### config.mk
export PLATFORM = sky130hd
export DESIGN_NAME = scsi_host_config_space
export DESIGN_NICKNAME = d
export VERILOG_FILES = /design/src/rtl/scsi_cfg_pkg.sv /design/src/rtl/scsi_host_config_space.sv /design/src/rtl/byte_order_swap.sv
export SDC_FILE = /design/constraint.sdc
export NUM_CORES = 1
export LEC_CHECK = 0
export BUFFER_PORTS_ARGS = -buffer_cell sky130_fd_sc_hd__buf_4
export CAP_MARGIN = 0
export CORE_MARGIN = 10
export CORE_UTILIZATION = 30
export DETAILED_ROUTE_END_ITERATION = 12
export PLACE_DENSITY = 0.57
export SETUP_SLACK_MARGIN = 0.5
export SYNTH_ARGS = -nofsm -noshare
export SYNTH_HDL_FRONTEND = slang
export SYNTH_HIERARCHICAL = 1
export SYNTH_SLANG_ARGS = --single-unit
### constraint.sdc
create_clock -name i_clk -period 1.9 [get_ports i_clk]
set_input_delay 0.095 -clock i_clk [delete_from_list [all_inputs] [get_ports i_clk]]
set_output_delay 0.095 -clock i_clk [all_outputs]
set_load 0.02 [all_outputs]
### src/rtl/scsi_cfg_pkg.sv
package scsi_cfg_pkg;
   // register byte offsets on the plain port
   localparam logic [7:0] OFF_QUEUE_COUNT = 8'h00;
   localparam logic [7:0] OFF_SEG_MAX = 8'h04;
   localparam logic [7:0] OFF_XFER_HINT = 8'h08;
   localparam logic [7:0] OFF_LINKED_LIMIT = 8'h0c;
   localparam logic [7:0] OFF_EVENT_FILL = 8'h10;
   localparam logic [7:0] OFF_SENSE_SIZE = 8'h14;
   localparam logic [7:0] OFF_CDB_SIZE = 8'h18;
   localparam logic [7:0] OFF_CHAN_TGT = 8'h1c;
   localparam logic [7:0] OFF_UNIT_LIMIT = 8'h20;
   localparam logic [7:0] OFF_FEATURES = 8'h24;
   localparam logic [7:0] OFF_CTRL = 8'h28;
   localparam logic [7:0] OFF_IRQ_STATUS = 8'h2c;
   localparam logic [7:0] OFF_IRQ_CLEAR = 8'h30;
   localparam logic [7:0] OFF_IRQ_ENABLE = 8'h34;
   localparam logic [7:0] OFF_REQ_STATUS = 8'h38;

   // defaults
   localparam logic [31:0] SENSE_SIZE_RST = 32'h0000_0060;
   localparam logic [31:0] CDB_SIZE_RST = 32'h0000_0020;
   localparam logic [31:0] QUEUE_COUNT_VAL = 32'h0000_0001;
   localparam logic [31:0] SEG_MAX_VAL = 32'h0000_0080;
   localparam logic [31:0] XFER_HINT_VAL = 32'h0000_ffff;
   localparam logic [31:0] LINKED_LIMIT_VAL = 32'h0000_0080;
   localparam logic [31:0] EVENT_FILL_BASE = 32'h0000_0010;
   localparam logic [31:0] EVENT_FILL_EXT = 32'h0000_0010;
   localparam logic [15:0] CHAN_LIMIT_VAL = 16'h0000;
   localparam logic [15:0] TGT_LIMIT_VAL = 16'h00ff;
   localparam logic [31:0] UNIT_LIMIT_VAL = 32'h0000_3fff;

   // feature bit positions
   localparam int FEAT_INOUT = 0;
   localparam int FEAT_HOTPLUG = 1;
   localparam int FEAT_CHANGE = 2;
   localparam int FEAT_PROT = 3;
   localparam logic [3:0] FEAT_OFFERED = 4'hf;

   // control bits
   localparam int CTRL_READY = 0;
   localparam int CTRL_LEGACY = 1;

   // interrupt bit positions
   localparam int IRQ_HOTPLUG = 0;
   localparam int IRQ_PARAM = 1;
   localparam int IRQ_REQ_FAIL = 2;
   localparam int IRQ_W = 3;

   localparam logic [7:0] RESP_OK = 8'h00;
   localparam logic [7:0] RESP_FAILURE = 8'h09;

   typedef struct packed {
      logic [7:0] addr;
      logic [31:0] wdata;
      logic wr;
      logic rd;
   } reg_req_t;

   typedef struct packed {
      logic valid;
      logic has_out;
      logic has_in;
      logic has_prot;
   } cmd_req_t;

   typedef struct packed {
      logic valid;
      logic [7:0] resp;
   } cmd_rsp_t;
endpackage

### src/rtl/scsi_host_config_space.sv
// The register offsets and strobed register access were chosen for this implementation.
`timescale 1ns/1ps
// What this block does
// - both-buffer requests allowed when feature 0
// - report hot-plug events when feature 1
// - report parameter-change events when feature 2
// - protection feature 3 can be negotiated; request protection fields are not used
// - report number of request queues
// - report segment limit per command
// - transfer size is an advisory hint only
// - event fill size follows negotiated features
// - sense size defaults to 96, writable
// - command block size defaults to 32, writable
// - reset restores sense and command sizes
// - channel 0, target 255, unit 16383
// - accept requests once initialization completes
// - both buffers without feature fail at once
module scsi_host_config_space
   import scsi_cfg_pkg::*;
   (
   input wire logic i_clk,
   input wire logic i_sys_rst,
   input wire reg_req_t i_reg,
   output logic [31:0] o_rdata,
   input wire logic [3:0] i_drv_features,
   input wire logic i_features_valid,
   input wire logic i_unit_hotplug,
   input wire logic i_unit_param_change,
   input wire cmd_req_t i_cmd,
   output cmd_rsp_t o_cmd_rsp,
   output logic o_cmd_accept,
   output logic [3:0] o_features,
   output logic [31:0] o_sense_size,
   output logic [31:0] o_cdb_size,
   output logic o_hotplug_event,
   output logic o_param_event,
   output logic o_irq
   );

   logic [31:0] sense_size_q;
   logic [31:0] cdb_size_q;
   logic [3:0] feat_q;
   logic [1:0] ctrl_q;
   logic [IRQ_W-1:0] irq_status_q;
   logic [IRQ_W-1:0] irq_enable_q;
   logic [IRQ_W-1:0] irq_set;
   logic [31:0] fail_count_q;
   logic [31:0] rdata_raw;
   logic [31:0] rdata_ord;
   logic [31:0] wdata_ord;
   logic [31:0] event_fill;
   logic cmd_fail;

   function automatic logic hit(input logic [7:0] a, input logic [7:0] off);
      hit = (a == off);
   endfunction

   // legacy mode swaps byte order on all reads and on sense/command size writes
   byte_order_swap u_swap_wr
   (
      .i_swap (ctrl_q[CTRL_LEGACY]),
      .i_data (i_reg.wdata),
      .o_data (wdata_ord)
   );

   // negotiated features: offered set masked by driver choice
   always_ff @(posedge i_clk)
   begin
      if (i_sys_rst)
         feat_q <= 4'h0;
      else if (i_features_valid)
         feat_q <= i_drv_features & FEAT_OFFERED;
   end

   // of the config fields only the two sizes accept writes; the read-only ones ignore them
   always_ff @(posedge i_clk)
   begin
      if (i_sys_rst)
      begin
         sense_size_q <= SENSE_SIZE_RST;
         cdb_size_q <= CDB_SIZE_RST;
      end
      else if (i_reg.wr)
      begin
         if (hit(i_reg.addr, OFF_SENSE_SIZE))
            sense_size_q <= wdata_ord;
         if (hit(i_reg.addr, OFF_CDB_SIZE))
            cdb_size_q <= wdata_ord;
      end
   end

   // control writes are not byte-swapped so legacy can always be cleared
   always_ff @(posedge i_clk)
   begin
      if (i_sys_rst)
         ctrl_q <= 2'b00;
      else if (i_reg.wr && hit(i_reg.addr, OFF_CTRL))
         ctrl_q <= i_reg.wdata[1:0];
   end

   always_ff @(posedge i_clk)
   begin
      if (i_sys_rst)
         irq_enable_q <= '0;
      else if (i_reg.wr && hit(i_reg.addr, OFF_IRQ_ENABLE))
         irq_enable_q <= i_reg.wdata[IRQ_W-1:0];
   end

   // event fill grows when hot-plug or change reporting is negotiated
   always_comb
   begin
      event_fill = EVENT_FILL_BASE;
      if (feat_q[FEAT_CHANGE] || feat_q[FEAT_HOTPLUG])
         event_fill = 32'(EVENT_FILL_BASE + EVENT_FILL_EXT);
   end

   // both buffers without the in/out feature fail immediately
   always_comb
   begin
      cmd_fail = i_cmd.has_out && i_cmd.has_in
         && !feat_q[FEAT_INOUT];
   end

   always_comb
   begin
      irq_set = '0;
      irq_set[IRQ_HOTPLUG] = i_unit_hotplug && feat_q[FEAT_HOTPLUG];
      irq_set[IRQ_PARAM] = i_unit_param_change
         && feat_q[FEAT_CHANGE];
      irq_set[IRQ_REQ_FAIL] = i_cmd.valid && ctrl_q[CTRL_READY] && cmd_fail;
   end

   // set wins over a same-cycle clear
   always_ff @(posedge i_clk)
   begin
      if (i_sys_rst)
         irq_status_q <= '0;
      else if (i_reg.wr && hit(i_reg.addr, OFF_IRQ_CLEAR))
         irq_status_q <= (irq_status_q & ~i_reg.wdata[IRQ_W-1:0]) | irq_set;
      else
         irq_status_q <= irq_status_q | irq_set;
   end

   always_ff @(posedge i_clk)
   begin
      if (i_sys_rst)
         o_irq <= 1'b0;
      else
         o_irq <= |((irq_status_q | irq_set) & irq_enable_q);
   end

   always_ff @(posedge i_clk)
   begin
      if (i_sys_rst)
      begin
         o_hotplug_event <= 1'b0;
         o_param_event <= 1'b0;
      end
      else
      begin
         o_hotplug_event <= irq_set[IRQ_HOTPLUG];
         o_param_event <= irq_set[IRQ_PARAM];
      end
   end

   // requests answered next cycle once ready is set
   always_ff @(posedge i_clk)
   begin
      if (i_sys_rst)
      begin
         o_cmd_rsp <= '0;
         fail_count_q <= '0;
      end
      else
      begin
         o_cmd_rsp.valid <= i_cmd.valid && ctrl_q[CTRL_READY];
         o_cmd_rsp.resp <= cmd_fail ? RESP_FAILURE : RESP_OK;
         if (i_cmd.valid && ctrl_q[CTRL_READY] && cmd_fail)
            fail_count_q <= 32'(fail_count_q + 32'h0000_0001);
      end
   end

   always_ff @(posedge i_clk)
   begin
      if (i_sys_rst)
      begin
         o_cmd_accept <= 1'b0;
         o_features <= 4'h0;
         o_sense_size <= SENSE_SIZE_RST;
         o_cdb_size <= CDB_SIZE_RST;
      end
      else
      begin
         o_cmd_accept <= ctrl_q[CTRL_READY];
         o_features <= feat_q;
         o_sense_size <= sense_size_q;
         o_cdb_size <= cdb_size_q;
      end
   end

   always_comb
   begin
      rdata_raw = 32'h0000_0000;
      case (i_reg.addr)
         OFF_QUEUE_COUNT: rdata_raw = QUEUE_COUNT_VAL;
         OFF_SEG_MAX: rdata_raw = SEG_MAX_VAL;
         OFF_XFER_HINT: rdata_raw = XFER_HINT_VAL;
         OFF_LINKED_LIMIT: rdata_raw = LINKED_LIMIT_VAL;
         OFF_EVENT_FILL: rdata_raw = event_fill;
         OFF_SENSE_SIZE: rdata_raw = sense_size_q;
         OFF_CDB_SIZE: rdata_raw = cdb_size_q;
         OFF_CHAN_TGT: rdata_raw = {TGT_LIMIT_VAL, CHAN_LIMIT_VAL};
         OFF_UNIT_LIMIT: rdata_raw = UNIT_LIMIT_VAL;
         OFF_FEATURES: rdata_raw = {28'h000_0000, feat_q};
         OFF_CTRL: rdata_raw = {30'h0000_0000, ctrl_q};
         OFF_IRQ_STATUS: rdata_raw = {29'h0000_0000, irq_status_q};
         OFF_IRQ_ENABLE: rdata_raw = {29'h0000_0000, irq_enable_q};
         OFF_REQ_STATUS: rdata_raw = fail_count_q;
         default: rdata_raw = 32'h0000_0000;
      endcase
   end

   byte_order_swap u_swap_rd
   (
      .i_swap (ctrl_q[CTRL_LEGACY]),
      .i_data (rdata_raw),
      .o_data (rdata_ord)
   );

   always_ff @(posedge i_clk)
   begin
      if (i_sys_rst)
         o_rdata <= 32'h0000_0000;
      else if (i_reg.rd)
         o_rdata <= rdata_ord;
      else
         o_rdata <= 32'h0000_0000;
   end

   sense_reset_a: assert property (@(posedge i_clk)
      i_sys_rst |=> sense_size_q == SENSE_SIZE_RST
      && cdb_size_q == CDB_SIZE_RST)
      else $error("size fields not restored by reset");

   sense_write_a: assert property (@(posedge i_clk)
      disable iff (i_sys_rst)
      i_reg.wr && i_reg.addr == OFF_SENSE_SIZE && !ctrl_q[CTRL_LEGACY]
      |=> sense_size_q == $past(i_reg.wdata))
      else $error("sense size write lost");

   cdb_write_a: assert property (@(posedge i_clk)
      disable iff (i_sys_rst)
      i_reg.wr && i_reg.addr == OFF_CDB_SIZE && !ctrl_q[CTRL_LEGACY]
      |=> cdb_size_q == $past(i_reg.wdata))
      else $error("cdb size write lost");

   bidir_fail_a: assert property (@(posedge i_clk)
      disable iff (i_sys_rst)
      i_cmd.valid && ctrl_q[CTRL_READY] && i_cmd.has_in && i_cmd.has_out
      && !feat_q[FEAT_INOUT] |=> o_cmd_rsp.valid
      && o_cmd_rsp.resp == RESP_FAILURE)
      else $error("bidirectional request not failed");

   bidir_ok_a: assert property (@(posedge i_clk)
      disable iff (i_sys_rst)
      i_cmd.valid && ctrl_q[CTRL_READY] && feat_q[FEAT_INOUT]
      |=> o_cmd_rsp.valid && o_cmd_rsp.resp == RESP_OK)
      else $error("request failed with in/out negotiated");

   hotplug_evt_a: assert property (@(posedge i_clk)
      disable iff (i_sys_rst)
      o_hotplug_event |-> $past(feat_q[FEAT_HOTPLUG]))
      else $error("hot-plug event without feature");

   param_evt_a: assert property (@(posedge i_clk)
      disable iff (i_sys_rst)
      i_unit_param_change && feat_q[FEAT_CHANGE]
      |=> o_param_event && irq_status_q[IRQ_PARAM])
      else $error("parameter change not reported");

   ready_accept_a: assert property (@(posedge i_clk)
      disable iff (i_sys_rst)
      i_cmd.valid && !ctrl_q[CTRL_READY] |=> !o_cmd_rsp.valid)
      else $error("request answered before ready");

   scan_limit_a: assert property (@(posedge i_clk)
      disable iff (i_sys_rst)
      i_reg.rd && i_reg.addr == OFF_UNIT_LIMIT && !ctrl_q[CTRL_LEGACY]
      |=> o_rdata == UNIT_LIMIT_VAL)
      else $error("unit limit read wrong");

   fill_size_a: assert property (@(posedge i_clk)
      disable iff (i_sys_rst)
      feat_q[FEAT_CHANGE] |-> event_fill > EVENT_FILL_BASE)
      else $error("event fill size ignores features");

   hotplug_set_a: assert property (@(posedge i_clk)
      disable iff (i_sys_rst)
      i_unit_hotplug && feat_q[FEAT_HOTPLUG]
      |=> o_hotplug_event && irq_status_q[IRQ_HOTPLUG])
      else $error("hot-plug not reported");

   param_off_a: assert property (@(posedge i_clk)
      disable iff (i_sys_rst)
      i_unit_param_change && !feat_q[FEAT_CHANGE] |=> !o_param_event)
      else $error("parameter change reported without feature");

   status_hold_a: assert property (@(posedge i_clk)
      disable iff (i_sys_rst)
      irq_status_q[IRQ_HOTPLUG]
      && !(i_reg.wr && i_reg.addr == OFF_IRQ_CLEAR)
      |=> irq_status_q[IRQ_HOTPLUG])
      else $error("status bit lost without clear");

   irq_on_a: assert property (@(posedge i_clk)
      disable iff (i_sys_rst)
      |(irq_status_q & irq_enable_q) |=> o_irq)
      else $error("interrupt not raised for enabled status");

   irq_off_a: assert property (@(posedge i_clk)
      disable iff (i_sys_rst)
      irq_enable_q == '0 |=> !o_irq)
      else $error("interrupt raised with all sources disabled");

   fail_status_a: assert property (@(posedge i_clk)
      disable iff (i_sys_rst)
      i_cmd.valid && ctrl_q[CTRL_READY] && cmd_fail
      |=> irq_status_q[IRQ_REQ_FAIL])
      else $error("failed request not flagged");

   fail_count_a: assert property (@(posedge i_clk)
      disable iff (i_sys_rst)
      i_cmd.valid && ctrl_q[CTRL_READY] && cmd_fail
      |=> fail_count_q == $past(fail_count_q) + 32'h0000_0001)
      else $error("failed request not counted");

   accept_on_a: assert property (@(posedge i_clk)
      disable iff (i_sys_rst)
      ctrl_q[CTRL_READY] |=> o_cmd_accept)
      else $error("ready set but requests not accepted");

   feat_latch_a: assert property (@(posedge i_clk)
      disable iff (i_sys_rst)
      i_features_valid
      |=> feat_q == ($past(i_drv_features) & FEAT_OFFERED))
      else $error("negotiated features not latched");

   sense_hold_a: assert property (@(posedge i_clk)
      disable iff (i_sys_rst)
      !(i_reg.wr && i_reg.addr == OFF_SENSE_SIZE)
      |=> $stable(sense_size_q))
      else $error("sense size changed without a write");
endmodule

### src/rtl/byte_order_swap.sv
`timescale 1ns/1ps
module byte_order_swap
   (
   input wire logic i_swap,
   input wire logic [31:0] i_data,
   output logic [31:0] o_data
   );
   // legacy guests may be big-endian natively
   assign o_data = i_swap ?
      {i_data[7:0], i_data[15:8], i_data[23:16], i_data[31:24]} : i_data;
endmodule

* Word level (Yosys, flattened, before mapping)
Cells that the tools add are included.
** Storage, ports and cells
- Bits in registers :: 221
- Latch bits :: 0
- RAM bits :: 0
- Memory bits (read-only) :: 0
- Input bits :: 55
- Output and inout port bits :: 113
- Word-level logic and storage cells :: 61
- Memories :: 0
** Operators by class
- Add/sub/neg operators :: 1
- $mul :: 0
- Divide/modulo/power cells :: 0
- Magnitude comparators :: 0
- Equality and inequality tests :: 14
- Shifts and indexed selects :: 0
- Muxes and demuxes :: 6
- Bitwise gates (word level) :: 6
- Reductions and logical operators :: 17
** Operator list (count)
- case mux 32 bit (13 select lines) :: 1
- two-way mux 32 bit :: 2
- equality test 8 x 6 -> 1 bit (second input constant) :: 7
- adder 32 x 1 -> 32 bit (second input constant) :: 1
- equality test 8 x 5 -> 1 bit (second input constant) :: 4
- equality test 8 x 4 -> 1 bit (second input constant) :: 2
- logical AND 1 bit :: 9
- equality test 8 x 3 -> 1 bit (second input constant) :: 1
- logical NOT 8 bit :: 1
- AND 3 bit :: 2
- two-way mux 6 bit :: 1
- bitwise OR 3 bit :: 2
- two-way mux 4 bit :: 1
- AND reduction 2 bit :: 2
- OR reduction 2 bit :: 2
- two-way mux 3 bit :: 1
- NOT 3 bit :: 1
- OR reduction 3 bit :: 1
- logical NOT 1 bit :: 1
- logical OR 1 bit :: 1
- NOT 1 bit :: 1

* Logic depth before layout (Yosys ltp)
- Depth after elaboration :: 6
- Depth in mapped cells :: 9
- Depth with buffers taken out :: 6

* Hierarchy
The synthesis kept the hierarchy.
** Modules (own cells, without submodules)
- scsi_host_config_space :: times used 1, cells each 896, area each 8121.5 µm², sequential area each 4284.1 µm²
- byte_order_swap :: times used 2, cells each 36, area each 544.3 µm², sequential area each 0.0 µm²

* Worst setup path after synthesis
Ideal clock, no wire load.
- Kind :: input-to-reg
- Start :: in i_reg[38] (netlist bit)
- End :: reg o_rdata[7]
- Library setup time :: 0.115 ns
- Arrival time :: 1.622 ns
- Required time :: 1.785 ns
- Setup slack :: 0.164 ns
- Stages :: 9
- Buffers on the path :: 3
- Path through :: buf_2 -> nor4bb_1 -> clkbuf_1 -> and2_1 -> buf_2 -> a222oi_1 -> inv_1 -> mux2_4 -> and2_1
** On the way
- Word-level cells in the longest chain between the ends :: 4
- Elaborated cells on any way between the ends :: 17
- Classes of those cells :: eq/ne (13); mux (2); reduce/logical (2)
** RTL lines
- start, declared :: RTL line scsi_host_config_space.sv:23 : input wire reg_req_t i_reg,
- equality test 8 x 4 -> 1 bit or equality test 8 x 3 -> 1 bit (tied branches) :: RTL line scsi_host_config_space.sv:204 : case (i_reg.addr)
- OR reduction 2 bit (no source line)
- case mux 32 bit (13 select lines) * :: RTL line scsi_host_config_space.sv:204
- net rdata_raw[31] :: RTL line scsi_host_config_space.sv:48 : logic [31:0] rdata_raw;
- two-way mux 32 bit * :: RTL line byte_order_swap.sv:9 : assign o_data = i_swap ?
- net rdata_ord[7] :: RTL line scsi_host_config_space.sv:49 : logic [31:0] rdata_ord;
- end signal, assigned :: RTL line scsi_host_config_space.sv:235 : o_rdata <= rdata_ord;
- end, declared :: RTL line scsi_host_config_space.sv:24 : output logic [31:0] o_rdata,
The timed path passes the listed nets; every way through them passes the cells marked *.
A chain may end at the register's enable or synchronous reset.

* Worst setup path after layout
- Start :: reg feat_q[2]
- End :: reg o_rdata[5]
** On the way
- Word-level cells in the longest chain between the ends :: 4
** RTL lines
- start, declared :: RTL line scsi_host_config_space.sv:42 : logic [3:0] feat_q;
- start signal, assigned :: RTL line scsi_host_config_space.sv:72 : feat_q <= i_drv_features & FEAT_OFFERED;
- logical OR 1 bit :: RTL line scsi_host_config_space.sv:113 : if (feat_q[FEAT_CHANGE] || feat_q[FEAT_HOTPLUG])
- two-way mux 6 bit :: RTL line scsi_host_config_space.sv:113
- case mux 32 bit (13 select lines) :: RTL line scsi_host_config_space.sv:204
- net rdata_raw[5] :: RTL line scsi_host_config_space.sv:48
- two-way mux 32 bit :: RTL line byte_order_swap.sv:9
- net rdata_ord[5] :: RTL line scsi_host_config_space.sv:49
The timed path passes the listed nets, and every way through them passes these cells.

==> tab_implementation.tex <==
\begin{tabular}{lr}
\hline
Metric & Value \\
\hline
\multicolumn{2}{l}{\textbf{Critical path}} \\
Worst path arrival time & 2.11 ns \\
CP Max Fanout & 6 \\
Internal reg-to-reg setup slack & roughly 0.21 ns \\
CP Cell Sequence & or3\_4 > a32oi\_2 > o211ai\_1 > mux2\_4 > and2\_1 \\
Critical-path cell with the highest stage delay & sky130\_fd\_sc\_hd\_\_or3\_4 \\
Kind of start point of the critical path & register \\
CP max stage delay & 0.40 ns \\
Critical Path RT & 2.32 ns \\
Endpoint class of the critical path & register \\
Type of the setup path with the least slack & register to register \\
\multicolumn{2}{l}{\textbf{Floorplanning}} \\
Area of the die & roughly 38000 µm² \\
Number of top-level pins & 168 \\
CORE AREA & around 30000 µm² \\
Initial core utilization & 0.303 \\
Number of placement rows & 64 \\
Chip width & approximately 200 µm \\
Die Height & a little under 200 µm \\
\multicolumn{2}{l}{\textbf{STA}} \\
Final hold violation count & 0 \\
Final Critical Period & $\sim$1.7 ns \\
Smallest hold slack & around 0.050 ns \\
Peak Freq & 0.593 GHz \\
Ratio of final minimum period to clock period & 0.888 \\
Worst-margin pin slew & 0.563 ns \\
Smallest setup slack after layout & 0.213 ns \\
Max Slew Vio Count & 0 \\
Final setup vio count & 0 \\
Worst-case clock skew & approximately 0.012 ns \\
Worst relative slew slack & 0.624 \\
Unrepaired setup endpoints after global routing & yes \\
\multicolumn{2}{l}{\textbf{Route}} \\
Average routed wire per standard cell & around 18 µm \\
Via count & 7896 \\
Count of routing violations after the opening detailed-route iteration & slightly below 500 \\
DR DRC count & 0 \\
Count of antenna-violating nets left after detailed routing & 0 \\
Total iterations of the first detailed-routing run & 6 \\
Detailed Route WL & between 20000 and 30000 µm \\
Via-to-Cell Ratio & 4.81 \\
\multicolumn{2}{l}{\textbf{Layout}} \\
Area of the multi-input gates & 4830 µm² \\
Synth-to-Final Area Change & 42.8\% \\
Area of all placed cells without fillers & approximately 13000 µm² \\
Storage cell area & around 4300 µm² \\
Final-layout fill cell count & just under 3000 \\
Fraction of layout instances using a drive strength above 1 & 0.373 \\
Final \#Nets & approximately 1300 \\
Antenna diode count & 0 \\
Post-layout util & 0.432 \\
Most common cell after layout, fill and taps aside & sky130\_fd\_sc\_hd\_\_buf\_4 \\
Most frequent cells in the layout & 232 x sky130\_fd\_sc\_hd\_\_buf\_4, 186 x sky130\_fd\_sc\_hd\_\_dfxtp\_1, 163 x sky130\_fd\_sc\_hd\_\_nand2\_1 \\
\multicolumn{2}{l}{\textbf{Clocking}} \\
Clock tree from TritonCTS & done \\
Clk slew on worst S/H paths & approximately 0.060 ns \\
H-tree depth reported by CTS & 1 \\
Count of clock tree sinks & 214 \\
Clk Tree Root Cell & sky130\_fd\_sc\_hd\_\_clkbuf\_16 \\
Later-pin clock latency in the skew report & between 0.5 and 0.6 ns \\
Largest buffer count on any clock path & 3 \\
Cts bufs inserted & 25 \\
\multicolumn{2}{l}{\textbf{Power and ir drop}} \\
Power Dens Cells & approximately 750 nW/µm² \\
Leakage power of the design & between 5 and 6 nW \\
Total power & about 9.9 mW \\
Worst supply voltage drop on vdd & approximately 0.53 mV \\
\multicolumn{2}{l}{\textbf{Synth}} \\
Part of the Yosys area used for sequential elements & 0.465 \\
Average cell area after synthesis & between 9 and 10 µm² \\
Number of distinct library cells after synthesis & 58 \\
Largest area contributor in the synthesized netlist & sky130\_fd\_sc\_hd\_\_dfxtp\_1 \\
Cells taking the most area after synthesis & sky130\_fd\_sc\_hd\_\_dfxtp\_1 47\%, sky130\_fd\_sc\_hd\_\_mux2\_4 9.8\%, sky130\_fd\_sc\_hd\_\_nand2\_1 6.7\% \\
Synthesized instance count & between 900 and 1000 \\
Number of synthesized flops with an enable pin & 0 \\
Fraction of registers with async set/reset & 0 \\
Yosys synthesis warning count & 6 \\
Flip-flop cell with the highest count after synthesis & sky130\_fd\_sc\_hd\_\_dfxtp\_1 \\
Synth top area share & 0.465 \\
Mapped cell area & 9210 µm² \\
Number of synthesized register bits & $\sim$210 \\
\multicolumn{2}{l}{\textbf{Placed design}} \\
Pre-CTS WS & -0.00600 ns \\
Post-placement cell area & between 10000 and 15000 µm² \\
Hpwl dp & 20300 µm \\
Gp weighted congestion & approximately 0.87 \\
Port Buf Inserts & 160 \\
\multicolumn{2}{l}{\textbf{Worst hold path}} \\
Class of the tightest hold or removal check & input port to register \\
\multicolumn{2}{l}{\textbf{Global routing}} \\
Maximum number of pins on one net before global-route repair & 56 \\
Via count of the first global-routing pass & around 8000 \\
Number of antenna violations at the first check in global routing & 0 \\
Total Routing Usage GR & 0.146 \\
First-pass GRT wire length & around 46000 µm \\
Overflow left after global routing & 0 \\
\multicolumn{2}{l}{\textbf{Flow run}} \\
Max-cap violation count & 0 \\
\multicolumn{2}{l}{\textbf{Run status}} \\
Result of the run & finished, final reports clean \\
\hline
\end{tabular}
## power breakdown
group / leakage, nW / switching, mW / internal, mW
combinational: 3.13 / 0.286 / 0.292
clock: 0.402 / 1.94 / 2.86
sequential: 1.74 / 0.0120 / 4.49
## synth_stat cells (9+ instances only)
| master | number |
|---|---|
| sky130_fd_sc_hd__nand4_1 | 12 |
| sky130_fd_sc_hd__mux2_4 | 60 |
| sky130_fd_sc_hd__and2_1 | 38 |
| sky130_fd_sc_hd__dfxtp_1 | 214 |
| sky130_fd_sc_hd__o31ai_1 | 15 |
| sky130_fd_sc_hd__a22oi_1 | 21 |
| sky130_fd_sc_hd__nor2b_1 | 68 |
| sky130_fd_sc_hd__nand3_1 | 18 |
| sky130_fd_sc_hd__mux2_2 | 9 |
| sky130_fd_sc_hd__a21oi_1 | 87 |
| sky130_fd_sc_hd__buf_2 | 18 |
| sky130_fd_sc_hd__inv_1 | 15 |
| sky130_fd_sc_hd__clkbuf_1 | 41 |
| sky130_fd_sc_hd__o211ai_1 | 18 |
| sky130_fd_sc_hd__mux2i_1 | 11 |
| sky130_fd_sc_hd__nand2_1 | 165 |
| sky130_fd_sc_hd__or4_1 | 16 |
| sky130_fd_sc_hd__o21ai_0 | 9 |
| sky130_fd_sc_hd__nor2_1 | 29 |
## area by class of cell
type                    instances  share of cell area
clock buffers                  36              0.0538
well taps                     396              0.0377
clock inverters                10             0.00837
flip-flops and latches        214               0.330
inverters                      15             0.00428
repair buffers                302               0.198
multi-input cells             668               0.368
## metal layers
metal	track usage	routed length (µm)	vias up
li1	-	-	3870
met3	0.0377	2120	35
met5	0	0	-
met1	0.200	13700	3753
met4	0.0314	467	0
met2	0.227	13200	238
## kinds of logic after synthesis
kind of cell,count (synthesis),synth area share
AO/OA/AOI/OAI,173,0.119
XOR/XNOR,10,0.00951
adder cells (fa/ha/maj),1,0.00136
buffers and inverters,93,0.0567
flip-flops,214,0.465
multiplexers,80,0.121
other,1,0.000407
AND/OR/NAND/NOR,396,0.227
## repair_timing
item | CTS | global route
pin swaps | 26 | 20
resized for setup | 57 | 45
hold buffers | 48 | 0
endpoints found under the setup margin | 82 | 97
setup buffers | 41 | 7
gates cloned | 5 | 0
endpoints found under the hold margin | 73 | 0
## registers in the layout (all words and copies together) (netlist names)
| name | cells |
|---|---|
| o_param_event | 1 |
| ctrl_q | 2 |
| o_cmd_rsp | 2 |
| o_features | 4 |
| o_rdata | 32 |
| cdb_size_q | 32 |
| irq_enable_q | 3 |
| fail_count_q | 32 |
| o_sense_size | 32 |
| o_cdb_size | 32 |
| irq_status_q | 3 |
| sense_size_q | 32 |
| o_cmd_accept | 1 |
| feat_q | 4 |
| o_irq | 1 |
| o_hotplug_event | 1 |
## metrics by stage
step	TNS [ns]	instances
6_report	0	1641
5_1_grt	0	1641
4_1_cts	0	1634
3_5_place_dp	-0.00600	1494
3_3_place_gp	0	1494
2_1_floorplan	0	973
## worst paths after layout
kind                          startpoint                     endpoint  cells after the start
max reg2reg       feat_q[2]$_SDFFE_PP0P_        o_rdata[5]$_SDFF_PP0_                      5
max               feat_q[2]$_SDFFE_PP0P_        o_rdata[5]$_SDFF_PP0_                      5
min reg2reg  cdb_size_q[15]$_SDFFE_PP0P_  cdb_size_q[15]$_SDFFE_PP0P_                      2
min                            i_reg[34]   irq_status_q[0]$_SDFF_PP0_                      4
## critical path, delay by kind of cell, from the launching register on
kind | cells | cell delay [ns]
muxes | 1 | 0.31
and+or+nand+nor | 2 | 0.54
AOI/OAI and AO/OA | 2 | 0.38
DFF | 1 | 0.35
Power figures use the tool's default switching activity.
